<file path="config.mk">
export PLATFORM = sky130hd
export DESIGN_NAME = audio_clock_gen
export DESIGN_NICKNAME = d
export VERILOG_FILES = /design/src/common/audio_clock_pkg.sv /design/src/rtl/audio_clock_gen.sv
export SDC_FILE = /design/constraint.sdc
export NUM_CORES = 1
export LEC_CHECK = 0
export BUFFER_PORTS_ARGS = -buffer_cell sky130_fd_sc_hd__buf_4
export CAP_MARGIN = 25
export CORE_MARGIN = 3
export CORE_UTILIZATION = 48
export DETAILED_ROUTE_END_ITERATION = 6
export GPL_TIMING_DRIVEN = 0
export PLACE_DENSITY_LB_ADDON = 0.25
export RECOVER_POWER = 100
export SYNTH_ARGS = -nofsm -noshare
export SYNTH_HDL_FRONTEND = slang
export SYNTH_SLANG_ARGS = --single-unit
</file>
<file path="constraint.sdc">
create_clock -name clk -period 14.07 [get_ports clk]
set_clock_uncertainty 0.2 [all_clocks]
set_input_delay 2.1105 -clock clk [delete_from_list [all_inputs] [get_ports clk]]
set_output_delay 2.1105 -clock clk [all_outputs]
set_load 0.01 [all_outputs]
</file>
<file path="src/common/audio_clock_pkg.sv">
// constants, register layouts and field types of the audio clock generator
// assumes: one 100 MHz system clock, registers reached over a plain strobe port
// ****************************************************************
// Overview of operation
// - source select bit 13: one gives undivided clock, zero gives integer-divided clock
// - PCM clock runs only while enable bit 12 is set, else held stopped
// - PCM divisor is 12 bits at 11:0, served as two when programmed below two
// - fraction field: leftmost one sets denominator, count of ones sets numerator
// - fraction bits applied from leading one downward, 0x0110 gives two in nine
// - PDM clock divided by bits 7:0, output only while enable bit 8 and master select bit 9 are set
// - second converter clock runs only while enable bit 17 is set
// - first converter clock enable bit 16, divisors at 7:0 and 15:8
// ****************************************************************
package audio_clock_pkg;
   // register byte addresses
   localparam logic [31:0] PCM_DIV_ADDR = 32'h5003_0040;
   localparam logic [31:0] PCM_FRAC_ADDR = 32'h5003_0044;
   localparam logic [31:0] PDM_ADDR = 32'h5003_0048;
   localparam logic [31:0] CONV_ADDR = 32'h5003_004c;
   localparam logic [31:0] RESET_VALUE = 32'h0000_0000;
   // divider widths and the smallest usable PCM divisor
   localparam int PCM_DIV_W = 12;
   localparam int SMALL_DIV_W = 8;
   localparam int FRAC_W = 16;
   localparam logic [11:0] PCM_DIV_MIN = 12'h002;
   localparam logic [7:0] SMALL_DIV_MIN = 8'h01;

   // field layouts, msb first, reserved bits read zero
   typedef struct packed {
      logic [17:0] reserved;
      logic pcm_source_select;
      logic pcm_clock_enable;
      logic [11:0] pcm_divisor;
   } pcm_div_s;

   typedef struct packed {
      logic [15:0] reserved;
      logic [15:0] pcm_fraction_pattern;
   } pcm_frac_s;

   typedef struct packed {
      logic [21:0] reserved;
      logic pdm_clock_master_select;
      logic pdm_clock_enable;
      logic [7:0] pdm_divisor;
   } pdm_ctrl_s;

   typedef struct packed {
      logic [13:0] reserved;
      logic second_converter_clock_enable;
      logic first_converter_clock_enable;
      logic [7:0] second_converter_divisor;
      logic [7:0] first_converter_divisor;
   } conv_ctrl_s;

   // writable bits of each register
   localparam logic [31:0] PCM_DIV_MASK = 32'h0000_3fff;
   localparam logic [31:0] PCM_FRAC_MASK = 32'h0000_ffff;
   localparam logic [31:0] PDM_MASK = 32'h0000_03ff;
   localparam logic [31:0] CONV_MASK = 32'h0003_ffff;

   // index of the three small dividers
   localparam int SMALL_COUNT = 3;
   localparam int IDX_PDM = 0;
   localparam int IDX_CONV1 = 1;
   localparam int IDX_CONV2 = 2;
endpackage

</file>
<file path="src/rtl/audio_clock_gen.sv">
// audio clock generator: PCM, PDM and two rate converter clock enables
// assumes: software holds the divisor ordering, strobes are single cycle
`timescale 1ns/1ps
module audio_clock_gen #(
   parameter int ADDR_W = 32
) (
   input wire logic clk,
   input wire logic reset,
   input wire logic [ADDR_W-1:0] addr,
   input wire logic [31:0] wr_data,
   input wire logic wr_strobe,
   input wire logic rd_strobe,
   output logic [31:0] rd_data,
   output logic pcm_clock_pulse,
   output logic pdm_clock_pulse,
   output logic pdm_master,
   output logic first_converter_pulse,
   output logic second_converter_pulse
);
   // ****************************************************************
   // elaboration checks
   // ****************************************************************
   if (ADDR_W != 32) begin : g_bad_addr
      $error("address must be 32 bits wide");
   end

   // ****************************************************************
   // register file
   // ****************************************************************
   audio_clock_pkg::pcm_div_s pcm_div, next_pcm_div;
   audio_clock_pkg::pcm_frac_s pcm_frac, next_pcm_frac;
   audio_clock_pkg::pdm_ctrl_s pdm_ctrl, next_pdm_ctrl;
   audio_clock_pkg::conv_ctrl_s conv_ctrl, next_conv_ctrl;
   logic [31:0] next_rd_data;
   logic pcm_written;

   // software writes land whole; divisor ordering is left to software
   always_comb begin
      next_pcm_div = pcm_div;
      next_pcm_frac = pcm_frac;
      next_pdm_ctrl = pdm_ctrl;
      next_conv_ctrl = conv_ctrl;
      next_rd_data = 32'h0000_0000;
      if (wr_strobe && addr == audio_clock_pkg::PCM_DIV_ADDR) begin
         next_pcm_div = wr_data & audio_clock_pkg::PCM_DIV_MASK;
      end else if (wr_strobe && addr == audio_clock_pkg::PCM_FRAC_ADDR) begin
         next_pcm_frac = wr_data & audio_clock_pkg::PCM_FRAC_MASK;
      end else if (wr_strobe && addr == audio_clock_pkg::PDM_ADDR) begin
         next_pdm_ctrl = wr_data & audio_clock_pkg::PDM_MASK;
      end else if (wr_strobe && addr == audio_clock_pkg::CONV_ADDR) begin
         next_conv_ctrl = wr_data & audio_clock_pkg::CONV_MASK;
      end
      // unmapped reads answer zero
      if (rd_strobe && addr == audio_clock_pkg::PCM_DIV_ADDR) begin
         next_rd_data = pcm_div;
      end else if (rd_strobe && addr == audio_clock_pkg::PCM_FRAC_ADDR) begin
         next_rd_data = pcm_frac;
      end else if (rd_strobe && addr == audio_clock_pkg::PDM_ADDR) begin
         next_rd_data = pdm_ctrl;
      end else if (rd_strobe && addr == audio_clock_pkg::CONV_ADDR) begin
         next_rd_data = conv_ctrl;
      end
   end

   assign pcm_written = wr_strobe && (addr == audio_clock_pkg::PCM_DIV_ADDR ||
      addr == audio_clock_pkg::PCM_FRAC_ADDR);

   // all fields clear so every clock starts stopped
   always_ff @(posedge clk or posedge reset) begin
      if (reset) begin
         pcm_div <= audio_clock_pkg::RESET_VALUE;
         pcm_frac <= audio_clock_pkg::RESET_VALUE;
         pdm_ctrl <= audio_clock_pkg::RESET_VALUE;
         conv_ctrl <= audio_clock_pkg::RESET_VALUE;
         rd_data <= 32'h0000_0000;
      end else begin
         pcm_div <= next_pcm_div;
         pcm_frac <= next_pcm_frac;
         pdm_ctrl <= next_pdm_ctrl;
         conv_ctrl <= next_conv_ctrl;
         rd_data <= next_rd_data;
      end
   end

   // ****************************************************************
   // PCM divider with fractional stretch
   // ****************************************************************
   localparam int PCM_DIV_W_L = audio_clock_pkg::PCM_DIV_W + 1;
   logic [PCM_DIV_W_L-1:0] pcm_cnt, next_pcm_cnt;
   logic [3:0] frac_idx, next_frac_idx;
   logic [3:0] frac_lead;
   logic [3:0] next_frac_lead;
   logic [PCM_DIV_W_L-1:0] pcm_period;
   logic [11:0] pcm_div_eff;
   logic frac_extra;
   logic next_pcm_pulse;

   // leading one of the pattern fixes the denominator
   // the lead of the incoming pattern restarts the walk, so a fresh write is never stale
   always_comb begin
      frac_lead = 4'h0;
      next_frac_lead = 4'h0;
      for (int i = 0; i < audio_clock_pkg::FRAC_W; i++) begin
         if (pcm_frac.pcm_fraction_pattern[i]) begin
            frac_lead = 4'(i);
         end
         if (next_pcm_frac.pcm_fraction_pattern[i]) begin
            next_frac_lead = 4'(i);
         end
      end
   end

   // a divisor under the minimum is served as the minimum
   assign pcm_div_eff = (pcm_div.pcm_divisor < audio_clock_pkg::PCM_DIV_MIN) ?
      audio_clock_pkg::PCM_DIV_MIN : pcm_div.pcm_divisor;
   // each one bit in the walk stretches one period by a cycle
   assign frac_extra = pcm_frac.pcm_fraction_pattern[frac_idx];
   assign pcm_period = {1'b0, pcm_div_eff} + {12'h000, frac_extra};

   always_comb begin
      next_pcm_cnt = pcm_cnt;
      next_frac_idx = frac_idx;
      next_pcm_pulse = 1'b0;
      if (!pcm_div.pcm_clock_enable || pcm_written) begin
         // stopped clock, and a restart of the walk after any reprogramming
         next_pcm_cnt = '0;
         next_frac_idx = next_frac_lead;
      end else if (pcm_div.pcm_source_select) begin
         next_pcm_pulse = 1'b1; // undivided clock
         next_pcm_cnt = '0;
      end else if (pcm_cnt >= pcm_period - 13'h0001) begin
         next_pcm_pulse = 1'b1; // integer-divided clock
         next_pcm_cnt = '0;
         // walk from the leading one down, then wrap
         next_frac_idx = (frac_idx == 4'h0 || frac_idx > frac_lead) ? frac_lead :
            frac_idx - 4'h1;
      end else begin
         next_pcm_cnt = pcm_cnt + 13'h0001;
      end
   end

   always_ff @(posedge clk or posedge reset) begin
      if (reset) begin
         pcm_cnt <= '0;
         frac_idx <= 4'h0;
         pcm_clock_pulse <= 1'b0;
      end else begin
         pcm_cnt <= next_pcm_cnt;
         frac_idx <= next_frac_idx;
         pcm_clock_pulse <= next_pcm_pulse;
      end
   end

   // ****************************************************************
   // PDM and rate converter dividers
   // ****************************************************************
   localparam int SW = audio_clock_pkg::SMALL_DIV_W;
   localparam int SC = audio_clock_pkg::SMALL_COUNT;
   logic [SC-1:0] small_run;
   logic [SW-1:0] small_div [SC];
   logic [SW-1:0] small_cnt [SC];
   logic [SW-1:0] next_small_cnt [SC];
   logic [SC-1:0] small_pulse, next_small_pulse;
   logic next_pdm_master;

   // PDM clock is made here only in master mode
   assign small_run[audio_clock_pkg::IDX_PDM] = pdm_ctrl.pdm_clock_enable &&
      pdm_ctrl.pdm_clock_master_select;
   assign small_div[audio_clock_pkg::IDX_PDM] = pdm_ctrl.pdm_divisor;
   assign small_run[audio_clock_pkg::IDX_CONV1] = conv_ctrl.first_converter_clock_enable;
   assign small_div[audio_clock_pkg::IDX_CONV1] = conv_ctrl.first_converter_divisor;
   assign small_run[audio_clock_pkg::IDX_CONV2] = conv_ctrl.second_converter_clock_enable;
   assign small_div[audio_clock_pkg::IDX_CONV2] = conv_ctrl.second_converter_divisor;
   assign next_pdm_master = pdm_ctrl.pdm_clock_master_select;

   for (genvar g = 0; g < SC; g++) begin : g_small
      logic [SW-1:0] div_eff;
      // zero divides as one, so a cleared divisor cannot hang the count
      assign div_eff = (small_div[g] < audio_clock_pkg::SMALL_DIV_MIN) ?
         audio_clock_pkg::SMALL_DIV_MIN : small_div[g];

      always_comb begin
         next_small_cnt[g] = '0;
         next_small_pulse[g] = 1'b0;
         if (small_run[g]) begin
            if (small_cnt[g] >= div_eff - 8'h01) begin
               next_small_pulse[g] = 1'b1;
            end else begin
               next_small_cnt[g] = small_cnt[g] + 8'h01;
            end
         end
      end

      always_ff @(posedge clk or posedge reset) begin
         if (reset) begin
            small_cnt[g] <= '0;
            small_pulse[g] <= 1'b0;
         end else begin
            small_cnt[g] <= next_small_cnt[g];
            small_pulse[g] <= next_small_pulse[g];
         end
      end
   end

   always_ff @(posedge clk or posedge reset) begin
      if (reset) begin
         pdm_master <= 1'b0;
      end else begin
         pdm_master <= next_pdm_master;
      end
   end

   assign pdm_clock_pulse = small_pulse[audio_clock_pkg::IDX_PDM];
   assign first_converter_pulse = small_pulse[audio_clock_pkg::IDX_CONV1];
   assign second_converter_pulse = small_pulse[audio_clock_pkg::IDX_CONV2];

   // ****************************************************************
   // checks
   // ****************************************************************
   logic [12:0] pcm_gap;
   logic pcm_settled;

   // cycles since the last PCM pulse, and whether the config held since then
   always_ff @(posedge clk or posedge reset) begin
      if (reset) begin
         pcm_gap <= 13'h0001;
         pcm_settled <= 1'b0;
      end else begin
         pcm_gap <= pcm_clock_pulse ? 13'h0001 : pcm_gap + 13'h0001;
         if (pcm_written || !pcm_div.pcm_clock_enable || pcm_div.pcm_source_select) begin
            pcm_settled <= 1'b0;
         end else if (pcm_clock_pulse) begin
            pcm_settled <= 1'b1;
         end
      end
   end
endmodule

</file>
==> results.py <==
metrics = {
    "status": {
        "status": "finished with violations",
        "violations": "capacitance limit, slew limit",
    },
    "finish": {
        "drive_gt1_share_pct": 19.1,
        "regArea_um2": 3050,
        "final_cells": 992,
        "final_area_um2": 8380,
        "final_nets": 917,
        "syn2layout_area_growth_pct": 17.5,
        "utilization_pct": 59.0,
        "fillers": 1268,
        "multi_input_area_um2": 3780,
    },
    "timing": {
        "tightest_slew_ns": 4.86,
        "setup_tns_ns": 0,
        "rsz0062_at_grt": "false",
        "min_period_ns": 7.36,
        "fmax_mhz": 136,
        "finalCritPeriodShare_pct": 52.3,
        "report.final.slew_viol_count": 94,
        "setup_viol": 0,
        "relSlewSlack_pct": -224,
        "worst_slack_ns": 6.71,
        "hold_viol_final": 0,
        "holdWs_ns": 0.306,
    },
    "grt": {
        "grt_antenna_before_repair": 0,
        "gr-usage-all-layers_pct": 22.3,
        "overflow": 0,
        "grt_max_degree": 94,
        "grt_pass1_vias": 5751,
        "grt_pass1_wl_mm": 28.9,
    },
    "logic_synthesis": {
        "ys.warnings.count": 0,
        "synth_top_family_by_area": "simple AND/OR/NAND/NOR gates",
        "synth-edff-count": 0,
        "synthSimpleGateAreaFrac_pct": 17.8,
        "synthCells": 690,
        "dominantRegCellSynth": "dfrtp_1",
        "muxShareOfSynthArea_pct": 9.65,
        "ys_ff_latch": 122,
        "synth_compound_area_share_pct": 10.1,
        "yosys.area_share.xor_xnor_pct": 6.51,
        "netlist_area_um2": 7130,
        "avgSynthCellArea_um2": 10.3,
        "synth.distinct_cells": 68,
        "synth_fa_ha_area_share_pct": 8.95,
        "async_reset_ff_share_pct": 100,
        "synth_top_cell_area_share_pct": 42.8,
        "ys_seq_area_share_pct": 42.8,
        "synth_area_leaders": "dfrtp_1 43%, ha_1 8.9%, mux2_2 6.9%",
        "synth_top_area_cell": "dfrtp_1",
    },
    "placement": {
        "port_buffers": 75,
        "dp.cells": 959,
        "gp_congestion": 0.887,
        "hpwl_mm": 13.3,
        "place_ws_ns": 8.76,
        "placed_cell_area_um2": 8000,
    },
    "power_and_ir_drop": {
        "switching_share_pct": 23.0,
        "power_mw": 0.794,
        "p_leak_nw": 3.94,
        "power_switching_mw": 0.183,
        "p_clk_share_pct": 51.9,
        "combinationalPowerShare_pct": 3.9,
        "seqPwrFrac_pct": 44.2,
        "internal_power_mw": 0.611,
        "ir_drop_mv": 0.0831,
        "power_density_nw_per_um2": 94.8,
    },
    "worst_setup_path": {
        "critPathMaxFanout": 93,
        "cp_data_required_time_ns": 13.24,
        "crit_family": "buffers and inverters",
        "end_kind": "asynchronous set/reset pin",
        "start_kind": "primary input",
        "cp_num_buf_inv": 3,
        "critPathArrivalTime_ns": 6.54,
        "slowest_delay_ns": 3.45,
        "path_cells": "clkbuf_4 > clkinvlp_2 > clkbuf_1",
        "crit_slowest_cell": "clkbuf_1",
        "worstSetupPathType": "in2async",
    },
    "min_path": {
        "hold_class": "reg2reg",
    },
    "die": {
        "dieArea_um2": 16400,
        "row_count": 43,
        "die_y_um": 128,
        "pin_count": 105,
        "die_x_um": 128,
        "core_um2": 14200,
        "start_util_pct": 50.2,
    },
    "clock_tree": {
        "clk_pin_slew_worst_paths_ns": 0.06,
        "numCtsBuffers": 17,
        "clockRootBuffer": "clkbuf_16",
        "clkSinkCount": 122,
        "cts-resized-gates": 0,
        "ctsHtreeMaxLevel": 4,
        "clk_latency_ns": 0.43,
        "ctsHoldBuffers": 0,
        "cts_tree": "yes",
        "clockBufferDepth": 2,
        "post_cts_buffers": 0,
    },
    "drt": {
        "drt-initial-drc-count": 513,
        "dr.pass1.iters": 6,
        "drtAntennaViolNets": 0,
        "wirelength_mm": 17.7,
        "routed_via_density": 5.73,
        "wire_per_inst_um": 17.8,
        "remaining_drc_errors": 0,
        "vias": 5686,
    },
    "job": {
        "drv_cap": 1,
    },
}
-- power by group through the flow --
stage	Clock (mW)	Combinational [mW]	Sequential (mW)
floorplan	0	0.0128	0.357
global placement	0	0.0307	0.357
detailed placement	0	0.0325	0.357
CTS	0.418	0.0326	0.351
global route	0.433	0.0343	0.351
finish	0.412	0.0309	0.351
-- flip-flops by register name, indices dropped and copies added, names as in the netlist --
| register | cells |
|---|---|
| pdm_clock_pulse | 1 |
| pdm_master | 1 |
| pcm_frac | 16 |
| small_cnt | 24 |
| pcm_clock_pulse | 1 |
| rd_data | 18 |
| second_converter_pulse | 1 |
| first_converter_pulse | 1 |
| pcm_cnt | 13 |
| next_pdm_master | 1 |
| pdm_ctrl | 9 |
| frac_idx | 4 |
| pcm_div | 14 |
| conv_ctrl | 18 |
-- cell usage in the layout (no fill, tap or decap), types with 22 or more instances in the layout --
cell type  synthesis  final
dfrtp_1          122    122
nor2_1            88     89
buf_4             15     63
ha_1              51     51
mux2_2            44     44
clkbuf_1           6     38
nand2_1           33     33
inv_1             29     28
xor2_1            27     27
xnor2_1           26     26
nand3_1           25     25
a21oi_1           25     25
nor3_1            21     22
o21ai_0           20     22
-- logic make-up after synthesis --
| logic type | Yosys count |
|---|---|
| flops | 122 |
| compound gates | 104 |
| fa+ha+maj | 51 |
| buf+inv | 58 |
| xor+xnor | 53 |
| simple gates | 246 |
| other cells | 1 |
| mux | 55 |
-- Yosys cell counts, drive strengths merged (3+ instances only) --
| library cell | number |
|---|---|
| a211oi | 4 |
| a21o | 5 |
| a21oi | 25 |
| a222oi | 14 |
| and2 | 4 |
| and3 | 11 |
| buf | 23 |
| clkbuf | 6 |
| dfrtp | 122 |
| ha | 51 |
| inv | 29 |
| mux2 | 48 |
| mux4 | 5 |
| nand2 | 33 |
| nand2b | 7 |
| nand3 | 26 |
| nand4 | 7 |
| nor2 | 89 |
| nor2b | 5 |
| nor3 | 23 |
| nor3b | 5 |
| nor4 | 9 |
| nor4b | 5 |
| o21a | 3 |
| o21ai | 22 |
| o31ai | 6 |
| o41ai | 3 |
| or2 | 4 |
| or3 | 9 |
| or4 | 5 |
| xnor2 | 26 |
| xor2 | 27 |
-- metal layers --
layer / track usage (%) / routed length, um / share of wire (%) / up-vias
met1: 30.5 / 7830 / 44 / 2755
met3: 5.38 / 1090 / 6.1 / 28
met5: 0 / 0 / 0 / -
met4: 7.68 / 346 / 2.0 / 0
li1: - / - / - / 2691
met2: 34.8 / 8440 / 48 / 212
-- area by class of cell --
class,instances,share of cell area [%]
Buffer,29,1.94
Clock buffer,18,5.24
Clock inverter,14,1.51
Timing Repair Buffer,76,5.74
Antenna cell,1,0.0299
Multi-Input combinational cell,523,45.1
Sequential cell,122,36.4
Tap cell,180,2.69
Inverter,29,1.31
-- worst paths after layout --
kind | cells past startpoint | endpoint | start | slack [ns]
worst max-delay path | 3 | small_cnt[17] | reset | 6.71
worst min-delay path | 0 | pdm_master | next_pdm_master | 0.31
worst max register to register | 17 | frac_idx[0] | pcm_div[5] | 8.57
worst min register to register | 0 | pdm_master | next_pdm_master | 0.31
max in group clk | 17 | frac_idx[0] | pcm_div[5] | 8.57
min in group asynchronous | 2 | second_converter_pulse | reset | 1.78
-- worst reg2reg max path, stage by stage, from the launching register on --
cell      delay [ns]
dfrtp_1         0.43
or4_1           0.57
or3_1           0.40
or4_1           0.53
o31ai_1         0.29
ha_1            0.29
ha_1            0.21
nand2b_1        0.13
nor3_1          0.21
xnor2_1         0.12
ha_1            0.29
and3_1          0.17
nand3_1         0.12
a311oi_1        0.24
o31ai_1         0.14
a21oi_1         0.62
a21oi_1         0.14
o31a_1          0.30
No activity file was read; power rests on OpenSTA's default activity.
